$ cat src/hdl/completion_entry_builder_map.svh
/*
  Offsets, field positions, reset values and size limits for the completion record builder.
  Assumes inclusion by bare name from design files; holds definitions only.
*/
`ifndef COMPLETION_ENTRY_BUILDER_MAP_SVH
`define COMPLETION_ENTRY_BUILDER_MAP_SVH

`define REG_CTRL_OFS 8'h00
`define REG_RING_BASE_LO_OFS 8'h04
`define REG_RING_BASE_HI_OFS 8'h08
`define REG_RING_SIZE_OFS 8'h0C
`define REG_RING_STATE_OFS 8'h10
`define REG_IRQ_STATUS_OFS 8'h14
`define REG_IRQ_ENABLE_OFS 8'h18
`define REG_IRQ_CLEAR_OFS 8'h1C
`define REG_POSTED_CNT_OFS 8'h20

`define CTRL_RUN_BIT 0
`define IRQ_POSTED_BIT 0
`define IRQ_WRAP_BIT 1
`define IRQ_OVERRUN_BIT 2
`define IRQ_WIDTH 3

`define DW2_SQ_TAG_HI 31
`define DW2_SQ_TAG_LO 16
`define DW2_HEAD_HI 15
`define DW2_HEAD_LO 0
`define DW3_STATUS_HI 31
`define DW3_STATUS_LO 17
`define DW3_PHASE_BIT 16
`define DW3_CMD_TAG_HI 15
`define DW3_CMD_TAG_LO 0
`define STATUS_CATEGORY_HI 10
`define STATUS_CATEGORY_LO 8
`define STATUS_DETAIL_HI 7
`define STATUS_DETAIL_LO 0

`define RECORD_BYTES 16
`define RECORD_DWORDS 4
`define RING_SIZE_RESET 16'h0010
`define PHASE_RESET 1'b1
`define MAX_OUTSTANDING 65536

`endif

$ cat src/hdl/completion_entry_builder_pkg.sv
/*
  Types shared by the completion record builder files.
  Assumes the map header supplies numeric constants.
*/
package completion_entry_builder_pkg;
  typedef enum logic [1:0] {
    ST_IDLE = 2'b00,
    ST_WRITE = 2'b01,
    ST_WAIT = 2'b10
  } post_state_t;

  typedef logic [31:0] dword_t;
endpackage : completion_entry_builder_pkg

$ cat src/hdl/status_code_picker.sv
/*
  Picks the lowest numbered detail code among the flagged candidates and forms the status word.
  Assumes candidate flags come from logic on the same clock.
*/
`timescale 1ns/100ps
`include "completion_entry_builder_map.svh"

module status_code_picker #(
  parameter int CODES = 8
) (
  input wire logic [CODES-1:0] code_flags_in,
  input wire logic [CODES*8-1:0] code_values_in,
  input wire logic [2:0] status_category_in,
  input wire logic dnr_in,
  input wire logic more_in,
  output logic [14:0] status_word_out,
  output logic any_error_out
);
  initial begin
    if (CODES < 1 || CODES > 256) $error("CODES out of range");
  end

  logic [7:0] best [CODES:0];
  logic [CODES:0] found;
  assign best[0] = 8'hFF;
  assign found[0] = 1'b0;

  genvar g;
  generate
    for (g = 0; g < CODES; g++) begin : g_pick
      wire logic [7:0] cand = code_values_in[g*8 +: 8];
      wire logic take = code_flags_in[g] && (!found[g] || cand < best[g]);
      assign best[g+1] = take ? cand : best[g];
      assign found[g+1] = found[g] | code_flags_in[g];
    end
  endgenerate

  assign any_error_out = found[CODES];
  // A clean completion reports an all-zero word.
  assign status_word_out = found[CODES] ?
    {dnr_in, more_in, 2'b00, status_category_in, best[CODES]} : 15'h0000;
endmodule : status_code_picker

$ cat src/hdl/ring_tail_tracker.sv
/*
  Tail index and pass flag of one completion ring.
  Assumes advance pulses only while the run bit is high.
*/
`timescale 1ns/100ps
`include "completion_entry_builder_map.svh"

module ring_tail_tracker #(
  parameter int IDX_W = 16
) (
  input wire logic sys_clk_in,
  input wire logic reset_in,
  input wire logic clk_en_in,
  input wire logic run_in,
  input wire logic advance_in,
  input wire logic [IDX_W-1:0] ring_last_in,
  output logic [IDX_W-1:0] tail_out,
  output logic phase_out,
  output logic wrap_out
);
  initial begin
    if (IDX_W < 1 || IDX_W > 16) $error("IDX_W out of range");
  end

  logic [IDX_W-1:0] tail_q;
  logic phase_q;
  wire logic at_last = tail_q >= ring_last_in;
  assign wrap_out = advance_in && at_last;

  always_ff @(posedge sys_clk_in or posedge reset_in) begin
    if (reset_in) begin
      tail_q <= '0;
      phase_q <= `PHASE_RESET;
    end else if (clk_en_in) begin
      if (!run_in) begin
        tail_q <= '0;
        phase_q <= `PHASE_RESET;
      end else if (advance_in) begin
        tail_q <= at_last ? '0 : tail_q + 1'b1;
        phase_q <= at_last ? ~phase_q : phase_q;
      end
    end
  end

  assign tail_out = tail_q;
  assign phase_out = phase_q;
endmodule : ring_tail_tracker

$ cat src/hdl/completion_entry_builder.sv
/*
  Completion record builder: takes finished commands, forms 16-byte records and writes them
  as four dwords to the host completion ring, with AXI4-Lite registers and an interrupt.
  Assumes a memory write port that accepts one dword per valid/ready handshake and that
  completion requests come from logic on sys_clk_in.
*/
// Implementation choices: the AXI4-Lite interface to the registers and the register offsets.
// Contract
// - Every record is sixteen bytes, four 32-bit dwords numbered zero to three.
// - Dword zero carries the command result or zero; dword one is reserved zero.
// - Dword two bits 31..16 hold the submission queue tag.
// - Dword two bits 15..0 hold head snapshot captured at record creation.
// - Dword three bits 31..17 hold the completion status word.
// - Dword three bit 16 holds the inverted new-entry flag of the slot.
// - First pass posts flag one, then alternates each wrap.
// - Dword three bits 15..0 copy the host assigned command tag.
// - Up to 64K outstanding requests; command tag tracking is 16 bits.
// - A clean completion reports an all-zero status word.
// - Status category sits in dword three bits 27..25.
// - Detailed status code sits in dword three bits 24..17.
// - Among several applicable codes the lowest numeric value is reported.
`timescale 1ns/100ps
`include "completion_entry_builder_map.svh"

module completion_entry_builder #(
  parameter int CODES = 8,
  parameter int IDX_W = 16
) (
  input wire logic sys_clk_in,
  input wire logic reset_in,
  input wire logic clk_en_in,
  input wire logic s_axi_awvalid,
  output logic s_axi_awready,
  input wire logic [7:0] s_axi_awaddr,
  input wire logic s_axi_wvalid,
  output logic s_axi_wready,
  input wire logic [31:0] s_axi_wdata,
  input wire logic [3:0] s_axi_wstrb,
  output logic s_axi_bvalid,
  input wire logic s_axi_bready,
  output logic [1:0] s_axi_bresp,
  input wire logic s_axi_arvalid,
  output logic s_axi_arready,
  input wire logic [7:0] s_axi_araddr,
  output logic s_axi_rvalid,
  input wire logic s_axi_rready,
  output logic [31:0] s_axi_rdata,
  output logic [1:0] s_axi_rresp,
  input wire logic cpl_valid_in,
  output logic cpl_ready_out,
  input wire logic [15:0] submission_queue_tag_in,
  input wire logic [15:0] queue_head_snapshot_in,
  input wire logic [15:0] command_tag_in,
  input wire logic [31:0] result_in,
  input wire logic result_used_in,
  input wire logic [2:0] status_category_in,
  input wire logic [CODES-1:0] code_flags_in,
  input wire logic [CODES*8-1:0] code_values_in,
  input wire logic dnr_in,
  input wire logic more_in,
  output logic mem_valid_out,
  input wire logic mem_ready_in,
  output logic [63:0] mem_addr_out,
  output logic [31:0] mem_data_out,
  output logic irq_out
);
  initial begin
    if (`MAX_OUTSTANDING > (1 << 16)) $error("Command tag width too small");
    if (CODES < 1) $error("CODES must be positive");
  end

  // Register state.
  logic run_q;
  logic [31:0] base_lo_q;
  logic [31:0] base_hi_q;
  logic [15:0] ring_size_q;
  logic [`IRQ_WIDTH-1:0] irq_status_q;
  logic [`IRQ_WIDTH-1:0] irq_enable_q;
  logic [31:0] posted_cnt_q;

  // AXI slave state.
  logic aw_have_q;
  logic w_have_q;
  logic [7:0] aw_addr_q;
  logic [31:0] w_data_q;
  logic [3:0] w_strb_q;
  logic bvalid_q;
  logic [1:0] bresp_q;
  logic rvalid_q;
  logic [31:0] rdata_q;
  logic [1:0] rresp_q;

  // Record posting state.
  completion_entry_builder_pkg::post_state_t state_q;
  completion_entry_builder_pkg::dword_t rec_q [`RECORD_DWORDS];
  logic [1:0] dw_idx_q;
  logic [IDX_W-1:0] slot_q;
  logic mem_valid_q;
  logic [63:0] mem_addr_q;
  logic [31:0] mem_data_q;

  // Status word and ring tracking.
  wire logic [14:0] status_word;
  wire logic any_error;
  wire logic [IDX_W-1:0] tail;
  wire logic phase;
  wire logic wrap;

  status_code_picker #(.CODES(CODES)) u_pick (
    .code_flags_in(code_flags_in),
    .code_values_in(code_values_in),
    .status_category_in(status_category_in),
    .dnr_in(dnr_in),
    .more_in(more_in),
    .status_word_out(status_word),
    .any_error_out(any_error)
  );

  wire logic last_dw_done = (state_q == completion_entry_builder_pkg::ST_WRITE) &&
    mem_valid_q && mem_ready_in && (dw_idx_q == 2'd3);
  wire logic [IDX_W-1:0] ring_last = IDX_W'(ring_size_q - 16'h0001);

  ring_tail_tracker #(.IDX_W(IDX_W)) u_tail (
    .sys_clk_in(sys_clk_in),
    .reset_in(reset_in),
    .clk_en_in(clk_en_in),
    .run_in(run_q),
    .advance_in(last_dw_done),
    .ring_last_in(ring_last),
    .tail_out(tail),
    .phase_out(phase),
    .wrap_out(wrap)
  );

  // Completion intake and record assembly.
  wire logic accept = cpl_valid_in && cpl_ready_out;
  assign cpl_ready_out = run_q && (state_q == completion_entry_builder_pkg::ST_IDLE);
  wire logic overrun = cpl_valid_in && !run_q;

  wire logic [31:0] dw0 = result_used_in ? result_in : 32'h0000_0000;
  wire logic [31:0] dw1 = 32'h0000_0000;
  wire logic [31:0] dw2 = {submission_queue_tag_in, queue_head_snapshot_in};
  wire logic [31:0] dw3 = {status_word, phase, command_tag_in};

  wire logic [63:0] base = {base_hi_q, base_lo_q};
  wire logic [63:0] slot_addr = base + 64'(slot_q) * 64'(`RECORD_BYTES);

  always_ff @(posedge sys_clk_in or posedge reset_in) begin
    if (reset_in) begin
      state_q <= completion_entry_builder_pkg::ST_IDLE;
      dw_idx_q <= 2'd0;
      slot_q <= '0;
      for (int i = 0; i < `RECORD_DWORDS; i++) rec_q[i] <= 32'h0000_0000;
    end else if (clk_en_in) begin
      case (state_q)
        completion_entry_builder_pkg::ST_IDLE: begin
          if (accept) begin
            rec_q[0] <= dw0;
            rec_q[1] <= dw1;
            rec_q[2] <= dw2;
            rec_q[3] <= dw3;
            slot_q <= tail;
            dw_idx_q <= 2'd0;
            state_q <= completion_entry_builder_pkg::ST_WAIT;
          end
        end
        completion_entry_builder_pkg::ST_WAIT: begin
          state_q <= completion_entry_builder_pkg::ST_WRITE;
        end
        completion_entry_builder_pkg::ST_WRITE: begin
          if (mem_valid_q && mem_ready_in) begin
            dw_idx_q <= dw_idx_q + 2'd1;
            if (dw_idx_q == 2'd3) begin
              state_q <= completion_entry_builder_pkg::ST_IDLE;
            end
          end
        end
        default: state_q <= completion_entry_builder_pkg::ST_IDLE;
      endcase
    end
  end

  // Memory write channel; the flag dword goes last so a record is whole when seen new.
  wire logic load_dw = (state_q == completion_entry_builder_pkg::ST_WAIT) ||
    ((state_q == completion_entry_builder_pkg::ST_WRITE) && mem_valid_q && mem_ready_in &&
    (dw_idx_q != 2'd3));
  wire logic [1:0] next_idx = (state_q == completion_entry_builder_pkg::ST_WAIT) ? 2'd0 :
    dw_idx_q + 2'd1;
  wire logic [63:0] dw_addr = slot_addr + 64'({next_idx, 2'b00});

  always_ff @(posedge sys_clk_in or posedge reset_in) begin
    if (reset_in) begin
      mem_valid_q <= 1'b0;
      mem_addr_q <= 64'h0000_0000_0000_0000;
      mem_data_q <= 32'h0000_0000;
    end else if (clk_en_in) begin
      if (load_dw) begin
        mem_valid_q <= 1'b1;
        mem_addr_q <= dw_addr;
        mem_data_q <= rec_q[next_idx];
      end else if (mem_valid_q && mem_ready_in) begin
        mem_valid_q <= 1'b0;
      end
    end
  end

  assign mem_valid_out = mem_valid_q;
  assign mem_addr_out = mem_addr_q;
  assign mem_data_out = mem_data_q;

  // AXI4-Lite write path.
  assign s_axi_awready = !aw_have_q && !bvalid_q;
  assign s_axi_wready = !w_have_q && !bvalid_q;
  wire logic do_write = aw_have_q && w_have_q && !bvalid_q;
  wire logic [31:0] wmask = {{8{w_strb_q[3]}}, {8{w_strb_q[2]}}, {8{w_strb_q[1]}},
    {8{w_strb_q[0]}}};
  wire logic wr_ctrl = do_write && (aw_addr_q == `REG_CTRL_OFS);
  wire logic wr_lo = do_write && (aw_addr_q == `REG_RING_BASE_LO_OFS);
  wire logic wr_hi = do_write && (aw_addr_q == `REG_RING_BASE_HI_OFS);
  wire logic wr_size = do_write && (aw_addr_q == `REG_RING_SIZE_OFS);
  wire logic wr_en = do_write && (aw_addr_q == `REG_IRQ_ENABLE_OFS);
  wire logic wr_clr = do_write && (aw_addr_q == `REG_IRQ_CLEAR_OFS);
  wire logic wr_ok = wr_ctrl || wr_lo || wr_hi || wr_size || wr_en || wr_clr;
  wire logic [31:0] merged_lo = (base_lo_q & ~wmask) | (w_data_q & wmask);
  wire logic [31:0] merged_hi = (base_hi_q & ~wmask) | (w_data_q & wmask);
  wire logic [31:0] merged_size = ({16'h0000, ring_size_q} & ~wmask) | (w_data_q & wmask);
  wire logic [`IRQ_WIDTH-1:0] clr_bits = wr_clr ? (w_data_q[`IRQ_WIDTH-1:0] &
    wmask[`IRQ_WIDTH-1:0]) : '0;
  wire logic [`IRQ_WIDTH-1:0] irq_set;
  assign irq_set[`IRQ_POSTED_BIT] = last_dw_done;
  assign irq_set[`IRQ_WRAP_BIT] = wrap;
  assign irq_set[`IRQ_OVERRUN_BIT] = overrun;

  always_ff @(posedge sys_clk_in or posedge reset_in) begin
    if (reset_in) begin
      aw_have_q <= 1'b0;
      w_have_q <= 1'b0;
      aw_addr_q <= 8'h00;
      w_data_q <= 32'h0000_0000;
      w_strb_q <= 4'h0;
      bvalid_q <= 1'b0;
      bresp_q <= 2'b00;
    end else if (clk_en_in) begin
      if (s_axi_awvalid && s_axi_awready) begin
        aw_have_q <= 1'b1;
        aw_addr_q <= {s_axi_awaddr[7:2], 2'b00};
      end
      if (s_axi_wvalid && s_axi_wready) begin
        w_have_q <= 1'b1;
        w_data_q <= s_axi_wdata;
        w_strb_q <= s_axi_wstrb;
      end
      if (do_write) begin
        aw_have_q <= 1'b0;
        w_have_q <= 1'b0;
        bvalid_q <= 1'b1;
        bresp_q <= wr_ok ? 2'b00 : 2'b10;
      end else if (bvalid_q && s_axi_bready) begin
        bvalid_q <= 1'b0;
      end
    end
  end

  always_ff @(posedge sys_clk_in or posedge reset_in) begin
    if (reset_in) begin
      run_q <= 1'b0;
      base_lo_q <= 32'h0000_0000;
      base_hi_q <= 32'h0000_0000;
      ring_size_q <= `RING_SIZE_RESET;
      irq_enable_q <= '0;
      irq_status_q <= '0;
      posted_cnt_q <= 32'h0000_0000;
    end else if (clk_en_in) begin
      if (wr_ctrl && w_strb_q[0]) run_q <= w_data_q[`CTRL_RUN_BIT];
      if (wr_lo) base_lo_q <= {merged_lo[31:4], 4'h0};
      if (wr_hi) base_hi_q <= merged_hi;
      if (wr_size) ring_size_q <= (merged_size[15:0] < 16'h0002) ? 16'h0002 : merged_size[15:0];
      if (wr_en) irq_enable_q <= (irq_enable_q & ~wmask[`IRQ_WIDTH-1:0]) |
        (w_data_q[`IRQ_WIDTH-1:0] & wmask[`IRQ_WIDTH-1:0]);
      irq_status_q <= (irq_status_q & ~clr_bits) | irq_set;
      if (!run_q) posted_cnt_q <= 32'h0000_0000;
      else if (last_dw_done) posted_cnt_q <= posted_cnt_q + 32'h0000_0001;
    end
  end

  assign irq_out = |(irq_status_q & irq_enable_q);
  assign s_axi_bvalid = bvalid_q;
  assign s_axi_bresp = bresp_q;

  // AXI4-Lite read path.
  assign s_axi_arready = !rvalid_q;
  wire logic [7:0] raddr = {s_axi_araddr[7:2], 2'b00};
  wire logic [31:0] ring_state = {15'h0000, phase, 16'(tail)};
  wire logic rd_hit = (raddr <= `REG_POSTED_CNT_OFS) && (raddr != `REG_IRQ_CLEAR_OFS);
  wire logic [31:0] rd_mux =
    (raddr == `REG_CTRL_OFS) ? {31'h0000_0000, run_q} :
    (raddr == `REG_RING_BASE_LO_OFS) ? base_lo_q :
    (raddr == `REG_RING_BASE_HI_OFS) ? base_hi_q :
    (raddr == `REG_RING_SIZE_OFS) ? {16'h0000, ring_size_q} :
    (raddr == `REG_RING_STATE_OFS) ? ring_state :
    (raddr == `REG_IRQ_STATUS_OFS) ? {29'h0000_0000, irq_status_q} :
    (raddr == `REG_IRQ_ENABLE_OFS) ? {29'h0000_0000, irq_enable_q} :
    (raddr == `REG_POSTED_CNT_OFS) ? posted_cnt_q : 32'h0000_0000;

  always_ff @(posedge sys_clk_in or posedge reset_in) begin
    if (reset_in) begin
      rvalid_q <= 1'b0;
      rdata_q <= 32'h0000_0000;
      rresp_q <= 2'b00;
    end else if (clk_en_in) begin
      if (s_axi_arvalid && s_axi_arready) begin
        rvalid_q <= 1'b1;
        rdata_q <= rd_hit ? rd_mux : 32'h0000_0000;
        rresp_q <= rd_hit ? 2'b00 : 2'b10;
      end else if (rvalid_q && s_axi_rready) begin
        rvalid_q <= 1'b0;
      end
    end
  end

  assign s_axi_rvalid = rvalid_q;
  assign s_axi_rdata = rdata_q;
  assign s_axi_rresp = rresp_q;
endmodule : completion_entry_builder

$ cat config.mk
export PLATFORM = sky130hd
export DESIGN_NAME = completion_entry_builder
export DESIGN_NICKNAME = d
export VERILOG_FILES = /design/src/hdl/completion_entry_builder_pkg.sv /design/src/hdl/status_code_picker.sv /design/src/hdl/ring_tail_tracker.sv /design/src/hdl/completion_entry_builder.sv
export VERILOG_INCLUDE_DIRS = /design/src /design/src/hdl
export SDC_FILE = /design/constraint.sdc
export NUM_CORES = 1
export LEC_CHECK = 0
export ABC_AREA = 1
export BUFFER_PORTS_ARGS = -buffer_cell sky130_fd_sc_hd__buf_2
export CAP_MARGIN = 10
export CORE_MARGIN = 2
export CORE_UTILIZATION = 40
export CTS_CLUSTER_DIAMETER = 150
export CTS_CLUSTER_SIZE = 12
export DETAILED_ROUTE_END_ITERATION = 7
export PLACE_DENSITY_LB_ADDON = 0.08
export SLEW_MARGIN = 20
export SYNTH_ARGS = -nofsm -noshare
export SYNTH_HDL_FRONTEND = slang
export SYNTH_SLANG_ARGS = --single-unit
$ cat constraint.sdc
create_clock -name sys_clk_in -period 15.3 [get_ports sys_clk_in]
set_input_delay 0.765 -clock sys_clk_in [delete_from_list [all_inputs] [get_ports sys_clk_in]]
set_output_delay 0.765 -clock sys_clk_in [all_outputs]
set_load 0.01 [all_outputs]
-- Word-level counts from Yosys, hierarchy flattened
Cells that the tools add are included.
- flip-flop bits (word level): 427
- logic and storage cells: 232
- output and inout bits: 140
- bits of input ports: 220
- order comparisons: 11
- add/subtract/negate cells: 6
- multiplexer cells: 52
- reductions and logical operators: 88
- bitwise operators: 25
- equal/unequal tests: 22
- operators with widths (kind ; count):
    two-way mux 32 bit ; 14
    bitwise AND 32 bit ; 3
    adder 64 x 20 -> 64 bit ; 1
    adder 64 x 4 -> 64 bit ; 1
    binary-select mux 32 bit (select 2 bit) ; 1
    two-way mux 16 bit ; 4
    two-way mux 8 bit ; 8
    bitwise OR 32 bit ; 2
    less-than comparator 8 bit ; 7
    logical AND 1 bit ; 33
    adder 32 x 1 -> 32 bit, second input constant ; 1
    NOT 32 bit ; 1
    AND reduction 2 bit ; 16
    equality test 6 x 3 -> 1 bit, second input constant ; 5
    equality test 6 x 2 -> 1 bit, second input constant ; 4
    adder 16 x 1 -> 16 bit, second input constant ; 1
    bitwise AND 16 bit ; 1
    >= comparator 16 bit ; 1
    logical NOT 8 bit ; 2
    less-than comparator 16 x 2 -> 1 bit, second input constant ; 1
    two-way mux 2 bit ; 8
    bitwise OR 16 bit ; 1
    subtractor 16 x 1 -> 16 bit, second input constant ; 1
    two-way mux 15 bit ; 1
    27 further kinds ; 86

-- Depth between registers and ports, before layout
- depth in word-level cells: 30
- depth in mapped cells: 86
- gate-level depth less buffers: 80

-- Cells and area by module
From an unflattened synthesis, not the netlist that was laid out.
- cell total of the unflattened synthesis: 3483
- area total of the unflattened synthesis: 24762.5 um^2
- by module, submodules not included (module ; times used ; area an instance (um^2) ; cells an instance):
    completion_entry_builder ; 1 ; 21235.4 ; 2897
    status_code_picker ; 1 ; 2180.8 ; 410
    ring_tail_tracker ; 1 ; 1346.3 ; 176

-- Worst setup path after synthesis
No wires, ideal clock.
- path kind: input to register
- start point: input port code_flags_in[0]
- end point: register rec_q[17] (netlist bit)
- slack: 6.124 ns
- data arrival time: 9.059 ns
- required time: 15.183 ns
- library setup time: 0.117 ns
- stages: 67
- path through: inv_1 > nor2_1 > ha_1 > a21oi_1 > nor2_1 > a211oi_1 > nand2_1 > nand2_2 > nand2_4 > buf_4 > o21ai_0 > ha_1 > a21oi_1 > nor2_1 > a211oi_1 > nand2_1 > nand2_2 > nand2_2 > (+31 left out) > a21oi_1 > nor2_1 > a211oi_1 > nand2_1 > nand2_2 > nand2_2 > buf_4 > nand2_1 > o21ai_1 > ha_1 > a21oi_1 > nor2_1 > a211oi_1 > nand2_1 > nand2_4 > nand3_1 > nand3_1 > nand2_1
- cells in the longest elaborated chain, start to end: 30
- RTL lines (element ; RTL line ; RTL):
    start: declaration ; completion_entry_builder.sv:57 ; input wire logic [CODES-1:0] code_flags_in,
    two-way mux 8 bit ; status_code_picker.sv:33 ; assign best[g+1] = take ? cand : best[g];
    less-than comparator 8 bit ; status_code_picker.sv:32 ; wire logic take = code_flags_in[g] && (!found[g] || cand < best[g]);
    logical OR 1 bit ; status_code_picker.sv:32 ;
    logical AND 1 bit ; status_code_picker.sv:32 ;
    two-way mux 8 bit ; status_code_picker.sv:33 ;
    less-than comparator 8 bit ; status_code_picker.sv:32 ;
    logical OR 1 bit ; status_code_picker.sv:32 ;
    logical AND 1 bit ; status_code_picker.sv:32 ;
    (+14 left out) ; - ;
    logical OR 1 bit ; status_code_picker.sv:32 ;
    logical AND 1 bit ; status_code_picker.sv:32 ;
    two-way mux 8 bit ; status_code_picker.sv:33 ;
    less-than comparator 8 bit ; status_code_picker.sv:32 ;
    logical OR 1 bit ; status_code_picker.sv:32 ;
    logical AND 1 bit ; status_code_picker.sv:32 ;
    two-way mux 8 bit ; status_code_picker.sv:33 ;
    two-way mux 15 bit (*) ; status_code_picker.sv:40 ; assign status_word_out = found[CODES] ?
    end: declaration ; completion_entry_builder.sv:95 ; completion_entry_builder_pkg::dword_t rec_q [`RECORD_DWORDS];
Every way passes the cells marked *; elsewhere a longest branch is shown, timed or not.
A chain may end at the register's enable or synchronous reset.

-- Worst setup path in the final report
- start point: input port code_flags_in[0]
- end point: register rec_q[23] (netlist bit)
The elaborated chain is that of the path after synthesis.

==> metrics <==
run status finished clean; Final min period 9960 ps; most frequent CP cell nand2_1; WS Path Type in -> reg; Worst setup startpoint code_flags_in[0]; I/O Buffers 351; largest net degree at the start of global routing 127; GPL Wtd Cong 0.906; PwrDens 136 mW/mm^2; overall routing resource usage 25.6%; top cells by area, synth dfrtp_1 47%, nand2_1 14%, o21ai_0 8.1%, inv_1 4.6%, nor2_1 4.3%; switching fraction of total power 37.6%; Finish-stage setup viols 0; Avg Cell Area, Syn 7.71 um^2; Worst-Skew Late Latency 580 ps; share of the synthesized area in the top cell type 47.2%; Worst setup endpoint rec_q[23]; Power Total 0.00350 W; Mapped Cells 2881; Die ar. 0.0574 mm^2; NetSw 0.00132 W; share of post-route cells with drive strength above 1 14.4%; post-CTS sizing 0; max-slew violations 0; Worst setup EP type register; vias in the first global route 19900; die height 240 um; setup bufs post-CTS 0; type of origin of the critical path input pin; total gr overflow 0; ys flop type dfrtp_1; clock share of power 26.7%; CTS Buf Count 41; sequential-to-total area share from yosys stat 47.4%; register share of total power 44.8%; worst hold path type in -> reg; Post-layout nets 3479; Final Hold Vio Count 0; fraction of registers with async set or reset after synthesis 100%; CTS sink cnt 421; multi-input logic area 0.0102 mm^2; Avg WL per Cell 18.7 um; max_cap viols 0; first-iteration detailed-routing DRC count 1569; vias per inst 5.20; Slew HR 26.6%; mapped cell area 0.0222 mm^2; Fin Clk Skew 35.9 ps; actual slew at the worst max-slew pin 1100 ps; setup slack, reg-to-reg 8050 ps; Yosys reg bits 421; CP bufs+invs 2; CP max stage delay 430 ps; crit share post-route 65.1%; row cnt 86; Reg area 0.0105 mm^2; Synth cell types 52; fmax 0.100 GHz; TritonRoute pass-1 iters 6; post-route antenna net violation count 0; buffer depth of the longest clock path 3; Logic pwr share 28.5%; Pint 0.00219 W; critical path depth 61; cell family with most CP delay compound AO/OA/AOI/OAI gates; Die X 240 um; CTS root buffer clkbuf_16; CTS Hold Bufs 0; Initial Util 40.4%; RSZ-0062 raised after global routing false; core area 0.0550 mm^2; H-tree Lvls 2; Slowest-stage cell, CP o21ai_0; Vias 20500; Setup TNS 0 ps; Worst-path clk slew 60 ps; antenna violations before repair 5; Worst R2R Path Depth 41; DRT Wirelength 73700 um; # IOs 360; drc violations 0; hpwl dp 54700 um; leading area contributor after synthesis dfrtp_1; Yosys warnings 0; Critical Path AT 10470 ps; first-pass GRT wire length 114000 um; Area Overhead vs Synth 16.1%; Worst R2R End mem_addr_out[62]; CTS tree done; worst-path maximum fanout 15; Req. time, crit path 15820 ps; Post-synth EDFFs 0; fillers 5538; worst vdd ir 0.0932 mV; leakage 12.7 nW
[power by group through the flow]
stage	Clock, W	Combinational [W]	Sequential, W
after floorplan	0	0.000614	0.00156
after global placement	0	0.000986	0.00158
after detailed placement	0	0.00100	0.00158
after CTS	0.000957	0.00101	0.00157
after global routing	0.000999	0.00114	0.00160
final	0.000936	0.000997	0.00157
[worst min path at each step]
stage                                 from                to  slack, ps  cells past startpoint
2_1_floorplan                    rec_q[60]         rec_q[60]        440                      2
3_3_place_gp                     rec_q[61]         rec_q[61]        460                      2
3_5_place_dp              mem_addr_out[57]  mem_addr_out[57]        460                      2
4_1_cts         submission_queue_tag_in[0]         rec_q[48]        340                      3
5_1_grt        submission_queue_tag_in[12]         rec_q[60]        360                      3
6_report        submission_queue_tag_in[0]         rec_q[48]        370                      3
[synth_stat cells (4+ instances only)]
cell type / count
a211oi_1: 13
a21oi_1: 79
a221oi_1: 21
a22oi_1: 8
a31oi_1: 38
buf_1: 8
buf_4: 10
clkbuf_1: 92
clkinv_1: 4
dfrtp_1: 419
ha_1: 75
inv_1: 270
inv_2: 9
nand2_1: 854
nand2_2: 13
nand3_1: 115
nand3b_1: 5
nand4_1: 23
nor2_1: 252
nor3_1: 49
nor3b_1: 6
nor4_1: 17
o21a_1: 9
o21ai_0: 358
o21ai_1: 15
o21bai_1: 8
o221ai_1: 9
o22ai_1: 11
o31ai_1: 8
or2_2: 6
or3_1: 8
xor2_1: 35
[metrics by stage]
stage / instance area [um^2] / setup slack (ps) / util, % / hold slack (ps) / instances
finish: 25800 / 5340 / 46.9 / 371 / 3945
global route: 25800 / 4130 / 46.9 / 356 / 3945
global placement: 24600 / 4960 / 44.8 / 459 / 3888
floorplan: 22200 / 2820 / - / 444 / 2884
detailed placement: 24600 / 4740 / 44.8 / 465 / 3888
CTS: 25800 / 5340 / 46.9 / 339 / 3941
[cells by family (layout without fill, tap and decap cells)]
| family | after synthesis | in the layout | share of synthesized area [%] |
|---|---|---|---|
| buffers and inverters | 397 | 706 | 6.93 |
| other | 1 | 8 | 0.0169 |
| adder cells (fa/ha/maj) | 76 | 76 | 4.31 |
| AND/OR/NAND/NOR | 1356 | 1356 | 24.9 |
| flip-flops | 421 | 421 | 47.4 |
| XOR/XNOR | 38 | 38 | 1.50 |
| AO/OA/AOI/OAI | 592 | 592 | 14.9 |
[tightest hold or removal path: stages]
cell and delay [ps]:
buf_2 70, nand2_1 40, nand2_1 50
[routing by layer]
layer | GRT usage, % | vias to the layer above | share of wire [%]
met5 | 0 | - | 0.018
met4 | 7.05 | 2 | 2.2
met3 | 4.60 | 93 | 5.9
met2 | 41.3 | 574 | 47
met1 | 35.2 | 9788 | 45
li1 | - | 10100 | -
[cell type report]
class	count	share of cell area (%)
sequential	421	40.9
multi-input combinational	2066	39.6
timing repair buffer	370	7.38
inverter	283	4.15
clock buffer	49	4.09
tap	748	3.63
clock inverter	4	0.286
antenna	4	0.0388
[layout by cell type (no fill, tap or decap), types with 4 or more instances in the layout]
master and n:
a31oi_1 38, o221ai_1 9, clkbuf_16 41, nand2_2 14, inv_1 268, nand3_1 113
diode_2 4, nand2_4 4, o21bai_1 8, buf_4 18, nor3b_1 6, a22oi_1 8
or2_2 6, xor2_1 35, o21a_1 9, o21ai_0 358, buf_2 351, nor2_1 251
dfrtp_1 419, conb_1 4, o21ai_1 15, nand4_1 23, a221oi_1 21, ha_1 75
nand2_1 852, clkbuf_1 8, a21oi_1 79, clkinv_1 4, nand3b_1 5, nor3_1 47
or3_1 8, nor4_1 16, a211oi_1 13, o22ai_1 11, inv_2 9, o31ai_1 8
Power figures use the tool's default switching activity.
